**src/verilog/pfu_pkg.sv**
```systemverilog
/*
  Shared types and constants of the program flow unit: operation codes,
  the pre-decoded instruction carrier, port groups, state, timing and
  register map. Assumes a single 100 MHz core clock.
*/
package pfu_pkg;
  localparam int unsigned CLK_MHZ = 100;

  // Execution lengths in core cycles
  localparam logic [2:0] CYC_ONE       = 3'h1;
  localparam logic [2:0] CYC_SHORT_JMP = 3'h2;
  localparam logic [2:0] CYC_ABS_JMP   = 3'h3;
  localparam logic [2:0] CYC_SHORT_CALL = 3'h4;
  localparam logic [2:0] CYC_LONG      = 3'h5;
  localparam logic [2:0] CYC_IO_BIT    = 3'h2;

  // Program counter steps
  localparam logic [15:0] PC_STEP      = 16'h0001;
  localparam logic [15:0] PC_SKIP_ONE  = 16'h0002;
  localparam logic [15:0] PC_SKIP_TWO  = 16'h0003;
  localparam logic [15:0] PC_RST       = 16'h0000;

  // Highest bit-addressable I/O register
  localparam logic [5:0] IO_BIT_LIMIT = 6'h1f;

  // Status register bit positions
  localparam int unsigned FL_C = 0;
  localparam int unsigned FL_Z = 1;
  localparam int unsigned FL_N = 2;
  localparam int unsigned FL_V = 3;
  localparam int unsigned FL_S = 4;
  localparam int unsigned FL_H = 5;
  localparam int unsigned FL_T = 6;
  localparam int unsigned FL_I = 7;
  localparam logic [7:0] STATUS_REGISTER_RST = 8'h00;

  // APB register map (byte addresses)
  localparam int unsigned APB_AW    = 8;
  localparam logic [7:0] ADDR_CTRL  = 8'h00;
  localparam logic [7:0] ADDR_PC    = 8'h04;
  localparam logic [7:0] ADDR_STAT  = 8'h08;
  localparam int unsigned STAT_ERR  = 8;
  localparam logic ENABLE_RST       = 1'b1;

  typedef enum logic [5:0] {
    OP_NOP, OP_RELATIVE_JUMP, OP_POINTER_JUMP, OP_ABSOLUTE_JUMP,
    OP_REL_CALL, OP_PTR_CALL, OP_ABS_CALL, OP_SUB_EXIT, OP_IRQ_EXIT,
    OP_CMP_SKIP, OP_REG_CMP, OP_CMP_CARRY, OP_CMP_IMM,
    OP_SKIP_REG_CLR, OP_SKIP_REG_SET, OP_SKIP_IO_CLR, OP_SKIP_IO_SET,
    OP_BR_FLAG_SET, OP_BR_FLAG_CLR, OP_BR_EQUAL, OP_BR_NOT_EQUAL,
    OP_BR_CARRY_SET, OP_BR_CARRY_CLR, OP_BR_SAME_HIGHER, OP_BR_LOWER,
    OP_BR_MINUS, OP_BR_PLUS, OP_BR_SIGNED_GE, OP_BR_SIGNED_LESS,
    OP_BR_HALF_SET, OP_BR_HALF_CLR, OP_BR_XFER_SET, OP_BR_XFER_CLR,
    OP_BR_OVF_SET, OP_BR_OVF_CLR, OP_BR_IRQ_EN, OP_BR_IRQ_DIS,
    OP_IO_BIT_SET, OP_IO_BIT_CLR
  } pfu_op_t;

  // Pre-decoded instruction with its operand values already fetched
  typedef struct packed {
    pfu_op_t     op;
    logic [7:0]  opnd_a;    // Rd, Rr or I/O register value
    logic [7:0]  opnd_b;    // Rr or immediate
    logic [2:0]  bit_sel;   // Bit or status flag index
    logic [11:0] offset;    // Signed relative offset
    logic [15:0] target;    // Z pointer or absolute address
    logic [5:0]  io_addr;   // I/O register address
    logic        next_long; // Following instruction is two words
  } pfu_instr_t;

  typedef struct packed {
    logic       we;
    logic [5:0] addr;
    logic [7:0] data;
  } pfu_io_wr_t;

  typedef struct packed {
    logic        push;
    logic        pop;
    logic [15:0] data;
  } pfu_stack_t;

  typedef struct packed {
    logic        z;
    logic        n;
    logic        v;
    logic        c;
    logic        h;
    logic        s;
  } pfu_flags_t;

  typedef struct packed {
    logic [15:0] pc;
    logic [7:0]  status_register;
    logic        enable;
    logic        range_err;
    logic        ready;
    logic        busy;
    logic [2:0]  cnt;
    logic [15:0] dest;
    logic        set_irq;
    logic        done;
    pfu_io_wr_t  io;
    pfu_stack_t  stk;
    logic [31:0] prdata;
    logic        pready;
    logic        pslverr;
  } pfu_state_t;
endpackage
```
**src/verilog/pfu_cmp.sv**
```systemverilog
/*
  Compare flag calculator: forms a minus b minus carry and derives the
  status flags without producing a result for any register.
  Purely combinational; the caller registers the flags.
*/
module pfu_cmp
  import pfu_pkg::*;
(
  input  wire logic [7:0] a,     // Minuend
  input  wire logic [7:0] b,     // Subtrahend
  input  wire logic       cin,   // Borrow in
  input  wire logic       chain, // Keep zero only if it was set
  input  wire logic       zin,   // Previous zero flag
  output pfu_flags_t      flags  // Resulting flags
);
  logic [7:0] r;

  // Borrow terms per the two's complement subtract
  always_comb begin
    r       = a - b - {7'h00, cin};
    flags.c = (~a[7] & b[7]) | (b[7] & r[7]) | (r[7] & ~a[7]);
    flags.h = (~a[3] & b[3]) | (b[3] & r[3]) | (r[3] & ~a[3]);
    flags.v = (a[7] & ~b[7] & ~r[7]) | (~a[7] & b[7] & r[7]);
    flags.n = r[7];
    flags.z = (r == 8'h00) & (chain ? zin : 1'b1);
    flags.s = flags.n ^ flags.v;
  end
endmodule

```
**src/verilog/pfu_cond.sv**
```systemverilog
/*
  Condition evaluator: decides whether a skip or branch is taken from
  the status register and the operand values. Combinational only.
*/
module pfu_cond
  import pfu_pkg::*;
(
  input  wire pfu_op_t    op,    // Operation
  input  wire logic [7:0] status_register,  // Current status flags
  input  wire logic [7:0] a,     // First operand
  input  wire logic [7:0] b,     // Second operand
  input  wire logic [2:0] sel,   // Bit or flag index
  output logic            take   // Condition holds
);
  logic abit;

  always_comb begin
    abit = a[sel];
    unique case (op)
      OP_CMP_SKIP:       take = (a == b);
      OP_SKIP_REG_CLR,
      OP_SKIP_IO_CLR:    take = ~abit;
      OP_SKIP_REG_SET,
      OP_SKIP_IO_SET:    take = abit;
      OP_BR_FLAG_SET:    take = status_register[sel];
      OP_BR_FLAG_CLR:    take = ~status_register[sel];
      OP_BR_EQUAL:       take = status_register[FL_Z];
      OP_BR_NOT_EQUAL:   take = ~status_register[FL_Z];
      OP_BR_MINUS:       take = status_register[FL_N];
      OP_BR_PLUS:        take = ~status_register[FL_N];
      OP_BR_CARRY_SET,
      OP_BR_LOWER:       take = status_register[FL_C];
      OP_BR_CARRY_CLR,
      OP_BR_SAME_HIGHER: take = ~status_register[FL_C];
      OP_BR_SIGNED_GE:   take = ~(status_register[FL_N] ^ status_register[FL_V]);
      OP_BR_SIGNED_LESS: take = status_register[FL_N] ^ status_register[FL_V];
      OP_BR_HALF_SET:    take = status_register[FL_H];
      OP_BR_HALF_CLR:    take = ~status_register[FL_H];
      OP_BR_XFER_SET:    take = status_register[FL_T];
      OP_BR_XFER_CLR:    take = ~status_register[FL_T];
      OP_BR_OVF_SET:     take = status_register[FL_V];
      OP_BR_OVF_CLR:     take = ~status_register[FL_V];
      OP_BR_IRQ_EN:      take = status_register[FL_I];
      OP_BR_IRQ_DIS:     take = ~status_register[FL_I];
      default:           take = 1'b0;
    endcase
  end
endmodule

```
**src/verilog/pfu_core.sv**
```systemverilog
/*
  Program flow unit: executes jumps, calls, returns, compares, skips,
  flag branches and single-bit I/O writes from a pre-decoded stream,
  owns the program counter and status register, and exposes them over
  APB. Assumes operands, the stack and the I/O space answer on pclk.
*/
// Notes on behaviour
// - Relative jump goes to pc+offset+1, pointer jump to Z, both in 2 cycles, absolute jump in 3.
// - Relative and pointer calls save the return address and reach their target in 4 cycles.
// - Absolute call takes 5 cycles and both returns reload pc from the stack in 5 cycles.
// - Compare-skip skips the next instruction when both registers are equal.
// - The three compares only update Z, N, V, C, H and S, in one cycle.
// - Register bit skips test one register bit for clear or set.
// - I/O bit skips test one I/O register bit for clear or set.
// - Generic flag branches test the selected status bit and add offset+1 when taken.
// - Equal and not-equal follow Z, minus and plus follow N.
// - Carry-set and lower branch on C set, carry-clear and same-or-higher on C clear.
// - Signed greater-or-equal branches on N xor V clear, signed less on it set.
// - Half-carry, transfer and overflow flags each have a set and a clear branch.
// - Interrupt enabled and disabled branches follow the global I flag.
// - I/O bit set and clear force one bit of an I/O register in 2 cycles.
// - Single-bit I/O work is allowed only at I/O addresses 0x00 to 0x1F.
// - A single-bit I/O write rewrites the whole register from its read value.
module pfu_core
  import pfu_pkg::*;
(
  input  wire logic              pclk,      // Core clock
  input  wire logic              presetn,   // Async reset, active low
  input  wire logic              psel,      // APB select
  input  wire logic              penable,   // APB access phase
  input  wire logic              pwrite,    // APB write
  input  wire logic [APB_AW-1:0] paddr,     // APB byte address
  input  wire logic [31:0]       pwdata,    // APB write data
  output logic [31:0]            prdata,    // APB read data
  output logic                   pready,    // APB ready
  output logic                   pslverr,   // APB error
  input  wire logic              ins_valid, // Instruction offered
  input  wire pfu_instr_t        ins,       // Instruction and operands
  output logic                   ins_ready, // Unit can take one
  output logic                   retire,    // Instruction finished
  output logic [15:0]            pc,        // Program counter
  output logic [7:0]             status_register,      // Status register
  output pfu_io_wr_t             io_wr,     // I/O register write
  output pfu_stack_t             stk,       // Stack push or pop
  input  wire logic [15:0]       stk_rdata  // Popped word, with pop
);
  pfu_state_t st;
  pfu_state_t next_st;
  pfu_flags_t flags;
  logic       take;
  logic       issue;
  logic       in_range;
  logic       chain;
  logic [15:0] pc_inc;
  logic [15:0] rel_dest;
  logic [15:0] skip_dest;

  // Only the compare-with-carry chains borrow and zero
  assign chain = (ins.op == OP_CMP_CARRY);

  pfu_cmp u_cmp (
    .a     (ins.opnd_a),
    .b     (ins.opnd_b),
    .cin   (chain & st.status_register[FL_C]),
    .chain (chain),
    .zin   (st.status_register[FL_Z]),
    .flags (flags)
  );

  pfu_cond u_cond (
    .op   (ins.op),
    .status_register (st.status_register),
    .a    (ins.opnd_a),
    .b    (ins.opnd_b),
    .sel  (ins.bit_sel),
    .take (take)
  );

  // Address arithmetic shared by every flow change
  always_comb begin
    issue     = ins_valid & st.ready;
    in_range  = (ins.io_addr <= IO_BIT_LIMIT);
    pc_inc    = st.pc + PC_STEP;
    rel_dest  = pc_inc + {{4{ins.offset[11]}}, ins.offset};
    skip_dest = st.pc + (ins.next_long ? PC_SKIP_TWO
                                       : PC_SKIP_ONE);
  end

  // Sequencer, status flags and APB slave in one state update
  always_comb begin
    logic [2:0]  cyc;
    logic [15:0] dst;
    cyc = CYC_ONE;
    dst = pc_inc;
    next_st          = st;
    next_st.io.we    = 1'b0;
    next_st.stk.push = 1'b0;
    next_st.stk.pop  = 1'b0;
    next_st.done     = 1'b0;
    next_st.pready   = 1'b0;
    next_st.pslverr  = 1'b0;

    // APB: answer decoded in setup, zero wait states
    if (psel && !penable) begin
      next_st.pready = 1'b1;
      unique case (paddr)
        ADDR_CTRL: next_st.prdata = {31'h0, st.enable};
        ADDR_PC:   next_st.prdata = {16'h0, st.pc};
        ADDR_STAT: next_st.prdata = {23'h0, st.range_err, st.status_register};
        default: begin
          next_st.prdata  = 32'h0;
          next_st.pslverr = 1'b1;
        end
      endcase
    end
    if (psel && penable && st.pready && pwrite && !st.pslverr) begin
      unique case (paddr)
        ADDR_CTRL: next_st.enable = pwdata[0];
        ADDR_PC:   next_st.pc = pwdata[15:0];
        ADDR_STAT: begin
          next_st.status_register = pwdata[7:0];
          if (pwdata[STAT_ERR]) next_st.range_err = 1'b0;
        end
        default: next_st.prdata = st.prdata;
      endcase
    end

    // Return address arrives while pop is shown
    if (st.stk.pop) next_st.dest = stk_rdata;

    // Multi-cycle countdown; pc changes only at completion
    if (st.busy) begin
      next_st.cnt = st.cnt - 3'h1;
      if (st.cnt == 3'h1) begin
        next_st.busy = 1'b0;
        next_st.done = 1'b1;
        next_st.pc   = st.dest;
        if (st.set_irq) next_st.status_register[FL_I] = 1'b1;
        next_st.set_irq = 1'b0;
      end
    end

    if (issue) begin
      unique case (ins.op)
        OP_RELATIVE_JUMP: begin
          cyc = CYC_SHORT_JMP;
          dst = rel_dest;
        end
        OP_POINTER_JUMP: begin
          cyc = CYC_SHORT_JMP;
          dst = ins.target;
        end
        OP_ABSOLUTE_JUMP: begin
          cyc = CYC_ABS_JMP;
          dst = ins.target;
        end
        OP_REL_CALL, OP_PTR_CALL: begin
          cyc = CYC_SHORT_CALL;
          dst = (ins.op == OP_REL_CALL) ? rel_dest : ins.target;
          next_st.stk.push = 1'b1;
          next_st.stk.data = pc_inc;
        end
        OP_ABS_CALL: begin
          cyc = CYC_LONG;
          dst = ins.target;
          next_st.stk.push = 1'b1;
          next_st.stk.data = st.pc + PC_SKIP_ONE;
        end
        OP_SUB_EXIT, OP_IRQ_EXIT: begin
          cyc = CYC_LONG;
          next_st.stk.pop = 1'b1;
          next_st.set_irq = (ins.op == OP_IRQ_EXIT);
        end
        OP_REG_CMP, OP_CMP_CARRY, OP_CMP_IMM: begin
          next_st.status_register[FL_Z] = flags.z;
          next_st.status_register[FL_N] = flags.n;
          next_st.status_register[FL_V] = flags.v;
          next_st.status_register[FL_C] = flags.c;
          next_st.status_register[FL_H] = flags.h;
          next_st.status_register[FL_S] = flags.s;
        end
        OP_CMP_SKIP, OP_SKIP_REG_CLR, OP_SKIP_REG_SET: begin
          if (take) begin
            cyc = ins.next_long ? CYC_ABS_JMP : CYC_SHORT_JMP;
            dst = skip_dest;
          end
        end
        OP_SKIP_IO_CLR, OP_SKIP_IO_SET: begin
          if (!in_range) begin
            next_st.range_err = 1'b1;
          end else if (take) begin
            cyc = ins.next_long ? CYC_ABS_JMP : CYC_SHORT_JMP;
            dst = skip_dest;
          end
        end
        OP_IO_BIT_SET, OP_IO_BIT_CLR: begin
          cyc = CYC_IO_BIT;
          if (!in_range) begin
            next_st.range_err = 1'b1;
          end else begin
            // Whole byte goes back, so set W1C flags clear too
            next_st.io.we   = 1'b1;
            next_st.io.addr = ins.io_addr;
            next_st.io.data = ins.opnd_a;
            next_st.io.data[ins.bit_sel] =
              (ins.op == OP_IO_BIT_SET);
          end
        end
        default: begin
          if (take) begin
            cyc = CYC_SHORT_JMP;
            dst = rel_dest;
          end
        end
      endcase
      if (cyc == CYC_ONE) begin
        next_st.pc   = dst;
        next_st.done = 1'b1;
      end else begin
        next_st.busy = 1'b1;
        next_st.cnt  = cyc - 3'h1;
        if (ins.op != OP_SUB_EXIT && ins.op != OP_IRQ_EXIT)
          next_st.dest = dst;
      end
    end
    next_st.ready = ~next_st.busy & next_st.enable;
  end

  // Single state register, constants only under reset
  always_ff @(posedge pclk or negedge presetn) begin
    if (!presetn) begin
      st        <= '0;
      st.pc     <= PC_RST;
      st.status_register   <= STATUS_REGISTER_RST;
      st.enable <= ENABLE_RST;
      st.ready  <= ENABLE_RST;
    end else begin
      st <= next_st;
    end
  end

  assign prdata    = st.prdata;
  assign pready    = st.pready;
  assign pslverr   = st.pslverr;
  assign ins_ready = st.ready;
  assign retire    = st.done;
  assign pc        = st.pc;
  assign status_register      = st.status_register;
  assign io_wr     = st.io;
  assign stk       = st.stk;
endmodule

```
**config.mk**
```make
export PLATFORM = sky130hd
export DESIGN_NAME = pfu_core
export DESIGN_NICKNAME = d
export VERILOG_FILES = /design/src/verilog/pfu_pkg.sv /design/src/verilog/pfu_cmp.sv /design/src/verilog/pfu_cond.sv /design/src/verilog/pfu_core.sv
export SDC_FILE = /design/constraint.sdc
export NUM_CORES = 1
export LEC_CHECK = 0
export BUFFER_PORTS_ARGS = -buffer_cell sky130_fd_sc_hd__buf_2
export CORE_ASPECT_RATIO = 2
export CORE_MARGIN = 2
export CORE_UTILIZATION = 23
export DETAILED_ROUTE_END_ITERATION = 16
export PLACE_DENSITY = 0.38
export REMOVE_ABC_BUFFERS = 1
export SYNTH_ARGS = -nofsm -noshare
export SYNTH_HDL_FRONTEND = slang
export SYNTH_SLANG_ARGS = --single-unit
```
**constraint.sdc**
```tcl
create_clock -name pclk -period 5.3 [get_ports pclk]
set_input_delay 0.265 -clock pclk [delete_from_list [all_inputs] [get_ports pclk]]
set_output_delay 0.265 -clock pclk [all_outputs]
set_load 0.02 [all_outputs]
```
==> flow_summary.yaml <==
synthesis:
  netlist_area_sq_mm: 0.008967
  synth.area.mux_share_pct: 6.432
  synth_warnings: 0
  synth_xor_area_share_pct: 5.860
  synthDominantCellAreaShare_pct: 27.35
  synth_cell_types: 80
  synth_edf_count: 0
  async_reset_ff_share_pct: 100.0
  ys.flop_type: "dfrtp_1"
  synth_area_leader_cell: "dfrtp_1"
  synth_seq_area_share_pct: 27.93
  synth-simple-area-share_pct: 18.86
  synth-seq-cells: 100
  syn_avg_cell_area_sq_um: 8.093
  synth_fa_ha_area_share_pct: 6.530
  synth.area.top_cells: "dfrtp_1 (27%), buf_4 (7.6%), ha_1 (5.9%), nand2_1 (4.8%), o21ai_0 (4.2%)"
  synthesis.instances: 1108
  synth_top_family_by_area: "compound AO/OA/AOI/OAI gates"
  synth-compound-area-share_pct: 22.03
clock_network:
  clock_latency_ns: 0.35
  cts_sinks: 100
  cts.reportedPaths.clkPinSlew_ns: 0.07
  cts-root-buf: "clkbuf_16"
  htreeDepth: 3
  cts_resized: 0
  post_cts_buffers: 0
  cts_tree: "done"
  holdBufCountCts: 0
  cts_inserted_buffers: 9
  clock_path_buffers: 2
die:
  core_sq_mm: 0.03854
  die_area_sq_mm: 0.04068
  die_w_microns: 143.6
  start_util_pct: 23.27
  io_pins: 215
  row_count: 102
  die_h_microns: 283.2
timing:
  setup_viol: 0
  rsz0062_at_grt: "false"
  worst_slew_pin_slew_ns: 1.107
  fmax_mhz: 214.5
  hold_viol_final: 0
  period_share_pct: 87.98
  slew_violations: 0
  tns_ns: 0
  relSlewSlack_pct: 25.70
  min_period_ns: 4.663
  clock_skew_ns: 0.007223
global_routing:
  grt_pass1_wl_mm: 53.92
  use_met3_pct: 2.282
  met1_usage_pct: 17.70
  grt_most_used_layer: "met2"
  antenna_found_initial: 0
  grt_usage_pct: 17.95
  globalRouteOverflowTotal: 0
  grt_max_degree: 62
  use_met2_pct: 35.94
  grt_pass1_vias: 8536
setup_path:
  startpoint_type: "register"
  cp-end-kind: "register"
  path_class: "reg2reg"
  critical_path_arrival_ns: 4.89
  required_ns: 5.53
  reg2reg_setup_slack_ns: 0.64
  crit_fanout: 11
cells_and_area:
  fin_util_pct: 26.49
  fin_nets: 1361
  final_area_sq_mm: 0.01021
  drive_gt1_share_pct: 22.52
  diodes: 0
  syn_to_final_growth_pct: 13.86
  fill_cells: 4335
  multi_input_area_sq_mm: 0.005429
  register_area_sq_mm: 0.002505
drt:
  drt_iter0_drc: 452
  via_per_inst: 4.820
  wl_mm: 36.51
  routed-via-count: 8286
  drc: 0
  wl_per_cell_microns: 21.24
  dr.pass1.iters: 4
  drtAntennaViolNets: 0
job:
  cap_violations: 0
place:
  hpwl_mm: 29.39
  placed_cell_area_sq_mm: 0.009907
  io_buffers: 182
  gp_congestion: 0.8662
min_path:
  worstHoldPathType: "in2async"
pwr:
  swShare_pct: 34.35
  p_per_area_mw_per_mm2: 204.8
  clkPwrFrac_pct: 33.6
  p_sw_mw: 0.7183
  p_int_mw: 1.373
  ir_drop_uv: 166.7
  combPwrFrac_pct: 27.6
  power.leakage_nw: 4.714
  pwr-share-seq_pct: 38.8
run_status:
  status: "complete, no violations"
-- synth_stat cells (4+ instances only) --
cell      count
o22ai_1       9
o21ai_1       6
and4_1        7
a221o_1       6
nor3b_1       5
mux2_2       14
a21o_1       11
mux2i_1      37
nor2_1       89
nand2b_1     14
buf_4        91
a31oi_1       4
and2_1        9
nand2_1     114
xnor2_1      32
nor2b_1      27
a221oi_1      5
a22oi_1      11
nand3_1      16
nor4_1        4
and3_1        5
o21a_1        6
a32oi_1       4
nor3_1       20
buf_2         9
or2_2        11
dfrtp_1      98
a21oi_1      72
a211oi_1     23
inv_1        42
clkbuf_1     52
o31ai_1       7
o211ai_1     20
ha_1         42
xor2_1       28
nand3b_1      4
nand4_1       8
o311ai_0      4
o21ai_0      75
-- stage by stage --
step | hold slack, ns | std cells | setup WS, ns | power [mW]
after global routing | 0.09370 | 1719 | 0.2498 | 2.209
after CTS | 0.06654 | 1719 | 0.4978 | 2.128
after global placement | 0.4516 | 1703 | 0.5640 | 1.410
final | 0.02973 | 1719 | 0.6373 | 2.091
after floorplan | -0.03059 | 968 | 0.9853 | 1.152
after detailed placement | 0.4539 | 1703 | 0.5307 | 1.411
-- area by class of cell --
| type | instances | area share [%] |
|---|---|---|
| multi-input combinational | 825 | 53.17 |
| sequential | 100 | 24.53 |
| timing repair buffer | 215 | 11.37 |
| tap | 520 | 6.373 |
| clock buffer | 11 | 2.377 |
| inverter | 43 | 1.581 |
| clock inverter | 5 | 0.5882 |
-- layout by cell type (no fill, tap or decap), drive strengths merged, types with 6 or more instances in the layout --
cell type | Yosys | final
or2 | 11 | 11
a221o | 6 | 6
buf | 103 | 215
o21a | 6 | 6
dfrtp | 98 | 98
o22ai | 9 | 9
nand2b | 14 | 14
xnor2 | 32 | 32
o31ai | 7 | 7
xor2 | 28 | 28
inv | 43 | 44
nor2b | 27 | 27
mux2i | 37 | 37
o21ai | 81 | 81
nand3 | 17 | 17
nor3 | 20 | 20
nand2 | 114 | 114
a21o | 11 | 11
nor2 | 91 | 91
conb | 1 | 16
o211ai | 20 | 20
and4 | 7 | 7
mux2 | 14 | 14
a211oi | 23 | 23
a22oi | 11 | 11
clkbuf | 52 | 11
and2 | 11 | 11
ha | 42 | 42
nand4 | 8 | 8
a21oi | 73 | 73
-- flip-flops by register name, summed over array words and instances (netlist names) --
name / cells
ins_ready: 1
io_wr: 15
pc: 16
prdata: 16
pready: 1
pslverr: 1
retire: 1
st: 23
status_register: 8
stk: 18
-- power by group through the flow --
stage / clock, mW / sequential (mW) / combinational (mW)
6_report: 0.702 / 0.811 / 0.578
2_1_floorplan: 0 / 0.823 / 0.329
5_1_grt: 0.758 / 0.814 / 0.636
3_3_place_gp: 0 / 0.826 / 0.584
4_1_cts: 0.730 / 0.812 / 0.587
3_5_place_dp: 0 / 0.827 / 0.585
-- kinds of logic after synthesis --
family          Yosys count
flops                   100
fa+ha+maj                45
simple gates            349
other cells               1
buf+inv                 198
compound gates          302
xor+xnor                 60
mux                      53
-- final timing paths --
| kind | start | endpoint | cells after the start |
|---|---|---|---|
| min in group pclk | ins[3] | io_wr[10] | 2 |
| min | presetn | retire | 1 |
| max | pc[4] | pc[15] | 14 |
| max in group asynchronous | presetn | pc[15] | 2 |
| max reg2reg | pc[4] | pc[15] | 14 |
| min reg2reg | prdata[12] | prdata[12] | 2 |
-- worst max-delay path, stage by stage, from the launching register on --
cell and delay [ns]:
dfrtp_1 0.68, and4_1 0.41, and2_0 0.35, xor2_1 0.43, ha_1 0.34, a21oi_1 0.18, o21ai_0 0.14, a41oi_1 0.38
o31a_1 0.23, o21ai_0 0.12, xnor2_1 0.26, nor2_1 0.08, o31ai_1 0.60, buf_4 0.22, o21ai_0 0.08
-- layer usage --
layer / vias up / share of wire [%]
li1: 4006 / -
met1: 4025 / 35
met2: 204 / 57
met3: 51 / 3.4
met4: 0 / 4.6
met5: - / 0
Note: power is estimated with default switching activity, not from simulation.
